[config.mk]
export PLATFORM = sky130hd
export DESIGN_NAME = iodbs_io_decode_bus_status
export DESIGN_NICKNAME = d
export VERILOG_FILES = /design/src/core/iodbs_pkg.sv /design/src/core/iodbs_binary_counter.sv /design/src/core/iodbs_io_decode_bus_status.sv
export SDC_FILE = /design/constraint.sdc
export NUM_CORES = 1
export LEC_CHECK = 0
export BUFFER_PORTS_ARGS = -buffer_cell sky130_fd_sc_hd__buf_2
export CORE_AREA = 2 2 64 66
export DETAILED_ROUTE_END_ITERATION = 16
export DIE_AREA = 0 0 66 68
export HOLD_SLACK_MARGIN = 0.12
export PLACE_DENSITY = 0.83
export REMOVE_ABC_BUFFERS = 1
export SLEW_MARGIN = 0
export SYNTH_ARGS = -nofsm -noshare
export SYNTH_HDL_FRONTEND = slang
export SYNTH_SLANG_ARGS = --single-unit
[constraint.sdc]
create_clock -name ref_clk -period 1.19 [get_ports ref_clk]
set_input_delay 0.0595 -clock ref_clk [delete_from_list [all_inputs] [get_ports ref_clk]]
set_output_delay 0.0595 -clock ref_clk [all_outputs]
set_load 0.03 [all_outputs]
[src/core/iodbs_pkg.sv]
// constants for the i/o decode and bus status glue block
package iodbs_pkg;
   // ==========================================
   // clock derivation
   localparam int XTAL_MHZ = 16;
   localparam int REF_CLK_MHZ = 200;
   localparam int DIV_WIDTH = 3;
   localparam int PHASE2_BIT = 1;
   localparam int CLOCK2M_BIT = 2;
   localparam int PHASE2_MHZ = XTAL_MHZ / (1 << (PHASE2_BIT + 1));
   localparam int CLOCK2M_MHZ = XTAL_MHZ / (1 << (CLOCK2M_BIT + 1));
   localparam logic [DIV_WIDTH-1:0] DIV_RESET = 3'h0;
   localparam logic [1:0] PHASE2_PRE_RISE = 2'h1;

   // ==========================================
   // port address layout
   localparam int ADDR_WIDTH = 8;
   localparam int BLOCK_MSB = 7;
   localparam int BLOCK_LSB = 5;
   localparam int GROUP_MSB = 4;
   localparam int GROUP_LSB = 2;
   localparam int CTRL_DATA_BIT = 1;
   localparam int CHANNEL_BIT = 0;
   localparam int GROUP_COUNT = 8;
   localparam int PERIPH_COUNT = 4;

   // ==========================================
   // reset values
   localparam logic [GROUP_COUNT-1:0] SEL_IDLE = 8'hFF;
   localparam logic [GROUP_COUNT-1:0] SEL_ONE = 8'h01;
   localparam logic [PERIPH_COUNT-1:0] PRIO_ALL_HIGH = 4'hF;
   localparam logic [PERIPH_COUNT-1:0] CE_IDLE = 4'hF;
   localparam logic [6:0] STAT_RESET = 7'h01;
   localparam logic [6:0] CTL_RESET = 7'h16;
   localparam logic LOW_ACTIVE_IDLE = 1'b1;
   localparam logic HIGH_ACTIVE_IDLE = 1'b0;
   localparam logic OPEN_DRAIN_LEVEL = 1'b0;
endpackage

[src/core/iodbs_binary_counter.sv]
// free binary counter advanced by a count strobe
module iodbs_binary_counter
   import iodbs_pkg::*;
#(
   parameter int WIDTH = DIV_WIDTH
) (
   // clock and reset
   input wire logic ref_clk,
   input wire logic rst_n,
   input wire logic clk_en,
   // count control
   input wire logic countStrobe,
   output logic [WIDTH-1:0] count
);
   // ==========================================
   // counter
   logic [WIDTH-1:0] count_reg;
   logic [WIDTH-1:0] count_next;

   always_comb begin
      count_next = count_reg;
      if (countStrobe) begin
         count_next = count_reg + WIDTH'(1);
      end
   end

   always_ff @(posedge ref_clk or negedge rst_n) begin
      if (!rst_n) begin
         count_reg <= '0;
      end else if (clk_en) begin
         count_reg <= count_next;
      end
   end

   assign count = count_reg;
endmodule

[src/core/iodbs_io_decode_bus_status.sv]
// port address decoder, bus status/control outputs and bus clocks
//
// What this block does
// - decode only on matching header bits plus request
// - ports live in one aligned 32-port block
// - one of eight low selects from bits 4-2
// - each chip enable strapped to any group
// - bit 0 picks channel, bit 1 control/data
// - dma group ignores the two low bits
// - write status follows either write strobe
// - halt status follows processor halt
// - sync one clock when both requests idle
// - data-in on read, or clean interrupt acknowledge
// - bus refresh follows processor refresh
// - hold acknowledge follows dma grant chain out
// - any low priority output pulls interrupt lines
// - 2 MHz reference on bus clock line
// - 4 MHz master timing on phase-2 line
// - bus clocks from crystal via binary counter
module iodbs_io_decode_bus_status
   import iodbs_pkg::*;
(
   // clock and reset
   input wire logic ref_clk,
   input wire logic rst_n,
   input wire logic clk_en,
   // crystal oscillator level
   input wire logic xtal16,
   // processor and dma strobes
   input wire logic [ADDR_WIDTH-1:0] addr,
   input wire logic memory_request_n,
   input wire logic io_request_n,
   input wire logic op_fetch_n,
   input wire logic cpu_read_n,
   input wire logic cpu_write_n,
   input wire logic dma_read_n,
   input wire logic dma_write_n,
   input wire logic cpu_halt_n,
   input wire logic refresh_cycle_n,
   input wire logic bus_grant_chain_out_n,
   input wire logic [PERIPH_COUNT-1:0] priority_enable_out,
   // straps
   input wire logic [2:0] address_select_header,
   input wire logic [2:0] timer_group,
   input wire logic [2:0] dma_group,
   input wire logic [2:0] serial_group,
   input wire logic [2:0] parallel_group,
   input wire logic mem_req_enable,
   // peripheral selects
   output logic [GROUP_COUNT-1:0] group_select_n,
   output logic timer_ce_n,
   output logic dma_ce_n,
   output logic serial_ce_n,
   output logic parallel_ce_n,
   output logic serial_chan_b,
   output logic serial_ctrl,
   output logic offboard_port,
   // bus status
   output logic status_write_n,
   output logic status_int_ack,
   output logic status_op_fetch,
   output logic status_halt_ack,
   output logic status_mem_read,
   output logic status_out,
   output logic status_inp,
   // bus control
   output logic bus_sync,
   output logic bus_data_in,
   output logic bus_write_n,
   output logic bus_mem_req_n,
   output logic bus_mem_write,
   output logic bus_refresh_n,
   output logic bus_hold_ack,
   // open-drain interrupt lines
   output logic bus_int_req_o,
   output logic bus_int_req_oe,
   output logic bus_vi0_o,
   output logic bus_vi0_oe,
   // bus clocks
   output logic bus_clock_2m,
   output logic bus_phase2
);
   // ==========================================
   // clock derivation
   logic xtalPrev_reg;
   logic xtalPrev_next;
   logic sync_reg;
   logic sync_next;
   logic xtalRise;
   logic phase2Rise;
   logic [DIV_WIDTH-1:0] divCount;

   assign xtalRise = xtal16 & ~xtalPrev_reg;
   // phase-2 rises when bit 1 turns from 0 to 1
   assign phase2Rise = xtalRise && (divCount[1:0] == PHASE2_PRE_RISE);

   iodbs_binary_counter #(
      .WIDTH(DIV_WIDTH)
   ) u_div (
      .ref_clk(ref_clk),
      .rst_n(rst_n),
      .clk_en(clk_en),
      .countStrobe(xtalRise),
      .count(divCount)
   );

   always_comb begin
      xtalPrev_next = xtal16;
      sync_next = sync_reg;
      if (phase2Rise) begin
         sync_next = memory_request_n & io_request_n;
      end
   end

   always_ff @(posedge ref_clk or negedge rst_n) begin
      if (!rst_n) begin
         xtalPrev_reg <= HIGH_ACTIVE_IDLE;
         sync_reg <= HIGH_ACTIVE_IDLE;
      end else if (clk_en) begin
         xtalPrev_reg <= xtalPrev_next;
         sync_reg <= sync_next;
      end
   end

   assign bus_phase2 = divCount[PHASE2_BIT];
   assign bus_clock_2m = divCount[CLOCK2M_BIT];
   assign bus_sync = sync_reg;

   // ==========================================
   // port address decoder
   logic blockHit;
   logic [2:0] groupIndex;
   logic groupOccupied;
   logic [GROUP_COUNT-1:0] sel_reg;
   logic [GROUP_COUNT-1:0] sel_next;
   logic [PERIPH_COUNT-1:0] ce_reg;
   logic [PERIPH_COUNT-1:0] ce_next;
   logic chanB_reg;
   logic chanB_next;
   logic ctrl_reg;
   logic ctrl_next;
   logic offboard_reg;
   logic offboard_next;

   // block base has its five low bits zero
   assign blockHit = !io_request_n &&
      (addr[BLOCK_MSB:BLOCK_LSB] == address_select_header);
   assign groupIndex = addr[GROUP_MSB:GROUP_LSB];
   assign groupOccupied = (groupIndex == timer_group) || (groupIndex == dma_group) ||
      (groupIndex == serial_group) || (groupIndex == parallel_group);

   always_comb begin
      sel_next = SEL_IDLE;
      if (blockHit) begin
         sel_next = ~(SEL_ONE << groupIndex);
      end
      // the dma sees no low address bits, so all four ports alias
      ce_next[0] = sel_next[timer_group];
      ce_next[1] = sel_next[dma_group];
      ce_next[2] = sel_next[serial_group];
      ce_next[3] = sel_next[parallel_group];
      chanB_next = addr[CHANNEL_BIT];
      ctrl_next = addr[CTRL_DATA_BIT];
      offboard_next = blockHit && !groupOccupied;
   end

   always_ff @(posedge ref_clk or negedge rst_n) begin
      if (!rst_n) begin
         sel_reg <= SEL_IDLE;
         ce_reg <= CE_IDLE;
         chanB_reg <= HIGH_ACTIVE_IDLE;
         ctrl_reg <= HIGH_ACTIVE_IDLE;
         offboard_reg <= HIGH_ACTIVE_IDLE;
      end else if (clk_en) begin
         sel_reg <= sel_next;
         ce_reg <= ce_next;
         chanB_reg <= chanB_next;
         ctrl_reg <= ctrl_next;
         offboard_reg <= offboard_next;
      end
   end

   assign group_select_n = sel_reg;
   assign timer_ce_n = ce_reg[0];
   assign dma_ce_n = ce_reg[1];
   assign serial_ce_n = ce_reg[2];
   assign parallel_ce_n = ce_reg[3];
   assign serial_chan_b = chanB_reg;
   assign serial_ctrl = ctrl_reg;
   assign offboard_port = offboard_reg;

   // ==========================================
   // bus status and control
   logic writeAct;
   logic readAct;
   logic intAck;
   logic anyPrioLow;
   logic [6:0] stat_reg;
   logic [6:0] stat_next;
   logic [6:0] ctl_reg;
   logic [6:0] ctl_next;

   assign writeAct = !cpu_write_n || !dma_write_n;
   assign readAct = !cpu_read_n || !dma_read_n;
   assign intAck = !op_fetch_n && !io_request_n;
   assign anyPrioLow = (priority_enable_out != PRIO_ALL_HIGH);

   always_comb begin
      stat_next[0] = !writeAct;
      stat_next[1] = intAck;
      stat_next[2] = !op_fetch_n;
      stat_next[3] = !cpu_halt_n;
      stat_next[4] = !memory_request_n && readAct;
      stat_next[5] = !io_request_n && writeAct;
      stat_next[6] = !io_request_n && readAct;
      ctl_next[0] = readAct || (intAck && !anyPrioLow);
      ctl_next[1] = !writeAct;
      ctl_next[2] = !(!memory_request_n && mem_req_enable);
      ctl_next[3] = writeAct && stat_next[5];
      ctl_next[4] = refresh_cycle_n;
      ctl_next[5] = !bus_grant_chain_out_n;
      ctl_next[6] = anyPrioLow;
   end

   always_ff @(posedge ref_clk or negedge rst_n) begin
      if (!rst_n) begin
         stat_reg <= STAT_RESET;
         ctl_reg <= CTL_RESET;
      end else if (clk_en) begin
         stat_reg <= stat_next;
         ctl_reg <= ctl_next;
      end
   end

   assign status_write_n = stat_reg[0];
   assign status_int_ack = stat_reg[1];
   assign status_op_fetch = stat_reg[2];
   assign status_halt_ack = stat_reg[3];
   assign status_mem_read = stat_reg[4];
   assign status_out = stat_reg[5];
   assign status_inp = stat_reg[6];
   assign bus_data_in = ctl_reg[0];
   assign bus_write_n = ctl_reg[1];
   assign bus_mem_req_n = ctl_reg[2];
   assign bus_mem_write = ctl_reg[3];
   assign bus_refresh_n = ctl_reg[4];
   assign bus_hold_ack = ctl_reg[5];
   assign bus_int_req_o = OPEN_DRAIN_LEVEL;
   assign bus_vi0_o = OPEN_DRAIN_LEVEL;
   assign bus_int_req_oe = ctl_reg[6];
   assign bus_vi0_oe = ctl_reg[6];

   // ==========================================
   // assertions
   decode_enable_a: assert property (@(posedge ref_clk) disable iff (!rst_n)
      clk_en && (io_request_n || addr[7:5] != address_select_header)
      |=> group_select_n == SEL_IDLE)
      else $error("group select active without block hit");

   decode_one_hot_a: assert property (@(posedge ref_clk) disable iff (!rst_n)
      clk_en && blockHit |=> group_select_n == ~(SEL_ONE << $past(groupIndex)))
      else $error("wrong group select for address");

   strap_ce_a: assert property (@(posedge ref_clk) disable iff (!rst_n)
      clk_en && blockHit && groupIndex == serial_group |=> !serial_ce_n)
      else $error("serial enable missed its strapped group");

   dma_alias_a: assert property (@(posedge ref_clk) disable iff (!rst_n)
      clk_en ##1 clk_en && $stable(addr[7:2]) && $stable(io_request_n) && $stable(dma_group)
      && $stable(address_select_header) |=> $stable(dma_ce_n))
      else $error("dma enable depends on low address bits");

   write_status_a: assert property (@(posedge ref_clk) disable iff (!rst_n)
      clk_en && (!cpu_write_n || !dma_write_n) |=> !status_write_n && !bus_write_n)
      else $error("write status missing");

   sync_hold_a: assert property (@(posedge ref_clk) disable iff (!rst_n)
      clk_en && phase2Rise && memory_request_n && io_request_n |=> bus_sync)
      else $error("sync not raised at idle phase-2 edge");

   data_in_a: assert property (@(posedge ref_clk) disable iff (!rst_n)
      clk_en && intAck && anyPrioLow && cpu_read_n && dma_read_n |=> !bus_data_in)
      else $error("data-in raised while on-board acknowledge pending");

   int_chain_a: assert property (@(posedge ref_clk) disable iff (!rst_n)
      clk_en && anyPrioLow |=> bus_int_req_oe && bus_vi0_oe)
      else $error("interrupt lines not pulled low");

   mem_write_a: assert property (@(posedge ref_clk) disable iff (!rst_n)
      clk_en && !io_request_n && !cpu_write_n |=> bus_mem_write && status_out)
      else $error("memory write strobe missing");

   clock_ratio_a: assert property (@(posedge ref_clk) disable iff (!rst_n)
      clk_en && phase2Rise |=> bus_phase2 && $past(bus_phase2) == 1'b0)
      else $error("phase-2 did not rise on divider edge");

   sync_seen_c: cover property (@(posedge ref_clk) disable iff (!rst_n) $rose(bus_sync));
   io_decode_c: cover property (@(posedge ref_clk) disable iff (!rst_n) $fell(timer_ce_n));
   int_ack_c: cover property (@(posedge ref_clk) disable iff (!rst_n)
      status_int_ack && bus_data_in);
   offboard_c: cover property (@(posedge ref_clk) disable iff (!rst_n) $rose(offboard_port));
endmodule

# Word level (Yosys, flattened, before mapping)

Cells that the tools add are included.

Add/subtract/negate cells: 1
$mul: 0
Divide/modulo/power cells: 0
$lt $le $gt $ge: 4
Eq/ne operators: 7
Shifts and indexed selects: 1
Muxes and demuxes: 9
Bitwise gates (word level): 4
Reductions and logical operators: 31

Operator list:

| kind                                               | number |
|---|---|
| < comparator 3 x 4 -> 1 bit, second input constant | 4 |
| == test 3 bit                                      | 5 |
| zero test 1 bit                                    | 13 |
| binary-select mux 1 bit (select 3 bit)             | 4 |
| logical AND 1 bit                                  | 10 |
| two-way mux 8 bit                                  | 1 |
| inverter 8 bit                                     | 1 |
| left shift 1 x 3 -> 8 bit, first input constant    | 1 |
| logical OR 1 bit                                   | 6 |
| two-way mux 1 bit                                  | 4 |
| != test 4 bit, second input constant               | 1 |
| AND reduction 2 bit                                | 2 |
| adder 3 x 1 -> 3 bit, second input constant        | 1 |
| bitwise AND 1 bit                                  | 2 |
| == test 2 x 1 -> 1 bit, second input constant      | 1 |
| inverter 1 bit                                     | 1 |

Register bits after elaboration: 34
Latch bits: 0
Memory bits (writable): 0
Bits in read-only memories: 0
Output and inout port bits: 35
Word-level logic and storage cells: 67
Memories: 0

# Longest topological paths before layout

Depth in word-level cells: 6
Gate-level depth with buffers: 5

# Hierarchy

A second synthesis with hierarchy kept.

Cell total of the unflattened synthesis: 134
Area total of the unflattened synthesis: 1532.7 µm²

By module, submodules not included:

| module                     | instances | cells each | area an instance (µm²) | sequential area each (µm²) |
|---|---|---|---|---|
| iodbs_io_decode_bus_status | 1         | 125        | 1401.3                 | 744.5 |
| iodbs_binary_counter       | 1         | 9          | 131.4                  | 75.1 |

# Worst setup path after synthesis

No wires, ideal clock.

Path type: in2reg
From: in address_select_header[1]
To: reg offboard_reg (netlist: offboard_port)
Arrival: 1.080 ns
Path slack: 0.015 ns
Stages on the path: 4
Path buffers: 1
Cell sequence: xor2_1 > or4_4 > buf_6 > o32ai_2

Longest elaborated chain between the ends: 3

RTL lines:

| what                 | RTL line                          | RTL |
|---|---|---|
| start, declared      | iodbs_io_decode_bus_status.sv:43  | `input wire logic [2:0] address_select_header,` |
| == test 3 bit        | iodbs_io_decode_bus_status.sv:147 | `(addr[BLOCK_MSB:BLOCK_LSB] == address_select_header);` |
| logical AND 1 bit    | iodbs_io_decode_bus_status.sv:146 | `assign blockHit = !io_request_n &&` |
| logical AND 1 bit    | iodbs_io_decode_bus_status.sv:164 | `offboard_next = blockHit && !groupOccupied;` |
| end signal, assigned | iodbs_io_decode_bus_status.sv:179 | `offboard_reg <= offboard_next;` |
| end, declared        | iodbs_io_decode_bus_status.sv:142 | `logic offboard_reg;` |

Every way passes these cells.
A chain may end at the register's enable or synchronous reset.

# Final worst setup path

From: in xtal16
To: reg sync_reg (netlist: bus_sync)

Longest elaborated chain between the ends: 3

RTL lines:

| what                                 | RTL line                          | RTL |
|---|---|---|
| start, declared                      | iodbs_io_decode_bus_status.sv:28  | `input wire logic xtal16,` |
| bitwise AND 1 bit                    | iodbs_io_decode_bus_status.sv:93  | `assign xtalRise = xtal16 & ~xtalPrev_reg;` |
| logical AND 1 bit                    | iodbs_io_decode_bus_status.sv:95  | `assign phase2Rise = xtalRise && (divCount[1:0] == PHASE2_PRE_RISE);` |
| AND reduction 2 bit (no source line) | --                                |  |
| end signal, assigned                 | iodbs_io_decode_bus_status.sv:121 | `sync_reg <= sync_next;` |
| end, declared                        | iodbs_io_decode_bus_status.sv:87  | `logic sync_reg;` |

Every way passes these cells.

==> flow_summary.ini <==
[grt]
grt_antenna_before_repair = 0
grt_max_degree = 25
grt_pass1_vias = 1373
grt_overflow = 0
grt_pass1_wl_mm = 6.12
track_usage_pct = 18.0

[route]
wirelength_mm = 3.54
dr.pass1.iters = 4
viasPerCell = 4.64
drc = 0
drtIter0Drc = 34
ant_nets = 0
wl_per_cell_um = 12.2
num_vias = 1341

[run_status]
outcome = completed

[cells_and_area]
multi_input_area_um2 = 636
regArea_um2 = 820
antenna_cells = 0
design_area_um2 = 2270
fillCellCount = 357
final_layout_size_suffix_gt1_share_pct = 47.7
syn2layout_area_growth_pct = 44.7
largest_register_ffs = 8
nets = 282

[worst_setup_path]
crit_arrival_ns = 1.30
crit_chain = dlygate4sd3_1 -> buf_2 -> nand2_1 -> nor2_1 -> a21boi_0 -> a41o_1
r2r_setup_slack_ns = 0.14
cpLargestDelayFamily = buffers and inverters
cp.required_ns = 1.35
critical_path_cell_count = 6
reg2reg_to = bus_sync$_DFFE_PN0P_
critPathMaxStageDelay_ns = 0.53
critical_path_class = primary input to flip-flop
worstRegToRegCells = 3
critPathMaxFanout = 4
r2r-start = xtalPrev_reg$_DFFE_PN0P_
end_kind = flip-flop
cp-start-kind = primary input
cp_slowest_cell = dlygate4sd3_1
cp.buffers_inverters = 2

[clock_network]
htree_levels = 2
cts_setup_buffers = 0
numClockSinks = 32
clk_pin_slew_ns = 0.06
root_buffer = clkbuf_8
clk_latency_ns = 0.27
ctsLongestPathBuffers = 2
cts_tree = yes
cts_buffers = 5

[die]
rows = 23
die_height_um = 68
coreArea_um2 = 3860
die_x_um = 66
io_pins = 77
start_util_pct = 40.7
die_area_um2 = 4490

[pwr]
switching_power_mw = 0.930
netSwitchingFraction_pct = 28.9
vdd_drop_max_uv = 1040
clockPowerShare_pct = 34.6
total_power_mw = 3.21
p_leak_nw = 1.06
pwr-share-comb_pct = 25.0
p_int_mw = 2.28
power_frac_seq_pct = 40.4
cellPowerDensity_nw_per_um2 = 1420

[placed_design]
io_buffers = 74
placed_cell_area_um2 = 1990
dp_hpwl_mm = 2.71
place_ws_ns = -0.107
gp_congestion = 0.782

[timing]
rsz0062_at_grt = false
setup_ws_ns = 0.0556
finalCritPeriodShare_pct = 95.3
setup_viol = 0
fin_crit_ns = 1.13
clock_skew_ns = 0.000556
tightest_slew_ns = 0.506
maxSlewHeadroom_pct = 66.3
setup_tns_ns = 0
max_freq_mhz = 882
timing_hold_violations_final = 0
slew_viol_final = 0

[logic_synthesis]
ys.flop_type = dfrtp_1
ys_warn_count = 0
synth.avg_cell_area_um2 = 10.6
postSynth.asyncResetShare_pct = 100
mappedNetlistArea_um2 = 1570
synth_enable_flop_cells = 0
seq_area_frac_synth_pct = 52.2
synth_cell_type_count = 28
synth_cells = 148
synth-seq-cells = 32

[worst_hold_path]
holdPathStages = 2
min_path_type = primary input to flip-flop
hold_end = group_select_n[6]$_DFFE_PN1P_
hp-start = addr[4]

[job]
max_cap_viol_count = 0
## power by group through the flow
stage,Combinational (mW),Sequential (mW),Clock (mW)
2_1_floorplan,0.240,1.53,0
3_3_place_gp,0.747,1.31,0
3_5_place_dp,0.765,1.32,0
4_1_cts,0.810,1.30,1.15
5_1_grt,0.900,1.32,1.20
6_report,0.802,1.30,1.11
## layout by cell type, fill, tap and decap left out, drive strengths merged
| cell | instances |
|---|---|
| dfrtp | 17 |
| xor2 | 4 |
| mux2i | 3 |
| nor2 | 25 |
| a41o | 1 |
| and4 | 1 |
| a21oi | 9 |
| dfstp | 15 |
| a41oi | 3 |
| mux2 | 7 |
| xnor2 | 13 |
| buf | 80 |
| nor2b | 2 |
| a21boi | 1 |
| o32ai | 1 |
| nand2 | 4 |
| inv | 9 |
| a31oi | 7 |
| conb | 2 |
| bufinv | 1 |
| ha | 2 |
| dlygate4sd3 | 16 |
| clkbuf | 7 |
| or4 | 1 |
| o21ai | 2 |
| nand3 | 6 |
## synth_stat cells (3+ instances only)
cell     instances  area, um^2
a21oi_1          9        45.0
a31oi_1          7        43.8
a41oi_1          3        26.3
buf_2            4        20.0
buf_4            5        37.5
dfrtp_1         17         425
dfstp_2         15         394
inv_1            9        33.8
mux2_2           7        78.8
mux2i_1          3        30.0
nand2_1          4        15.0
nand3_1          6        30.0
nor2_1          23        86.3
xnor2_1         13         114
xor2_1           4        35.0
## timing repair
action                                  CTS  global route
endpoints found under the hold margin    37             0
hold buffers                             16             0
endpoints found under the setup margin    0             2
resized for setup                         0             3
## area by class of cell
cell class	count	share of cell area, %
tap	50	2.75
sequential	32	36.1
inverter	9	1.49
clock buffer	7	4.24
clock inverter	1	1.32
timing repair buffer	96	26.1
multi-input combinational	94	28.0
## kinds of logic (layout without fill, tap and decap cells)
logic type	after synthesis	in the layout	share of synthesized area (%)
adder cells (fa/ha/maj)	2	2	1.59
AND/OR/NAND/NOR	39	39	11.9
other	1	2	0.239
AO/OA/AOI/OAI	24	24	10.1
XOR/XNOR	17	17	9.49
multiplexers	10	10	6.94
buffers and inverters	23	113	7.50
flip-flops	32	32	52.2
## how the worst max path moves through the flow
stage | startpoint | endpoint | slack, ns
2_1_floorplan | address_select_header[1] | offboard_port$_DFFE_PN0P_ | 0.06
3_3_place_gp | address_select_header[1] | offboard_port$_DFFE_PN0P_ | -0.07
3_5_place_dp | address_select_header[1] | offboard_port$_DFFE_PN0P_ | -0.11
4_1_cts | dma_write_n | stat_reg[0]$_DFFE_PN1P_ | 0.01
5_1_grt | xtal16 | bus_sync$_DFFE_PN0P_ | 0.006
6_report | xtal16 | bus_sync$_DFFE_PN0P_ | 0.06
## layer usage
metal,up-vias,part of all wire [%],wire (um),global-route usage (%)
met5,-,0,0,0
met4,0,0.59,21,5.61
met3,4,5.0,177,4.77
met2,37,54,1910,32.6
met1,633,40,1430,20.9
li1,667,-,-,-
## worst reg2reg max path, stage by stage, from the launching register on
cell      delay [ns]
dfrtp_1         0.38
nor2_1          0.22
a21boi_0        0.13
a41o_1          0.21
## stage by stage
stage / hold WS [ns] / instances / utilization [%]
after global routing: 0.141 / 289 / 58.9
after CTS: 0.122 / 290 / 59.0
final: 0.131 / 289 / 58.9
after floorplan: -0.236 / 135 / -
after detailed placement: 0.0648 / 266 / 51.5
after global placement: 0.0625 / 266 / 51.5
No activity file was read; power rests on OpenSTA's default activity.
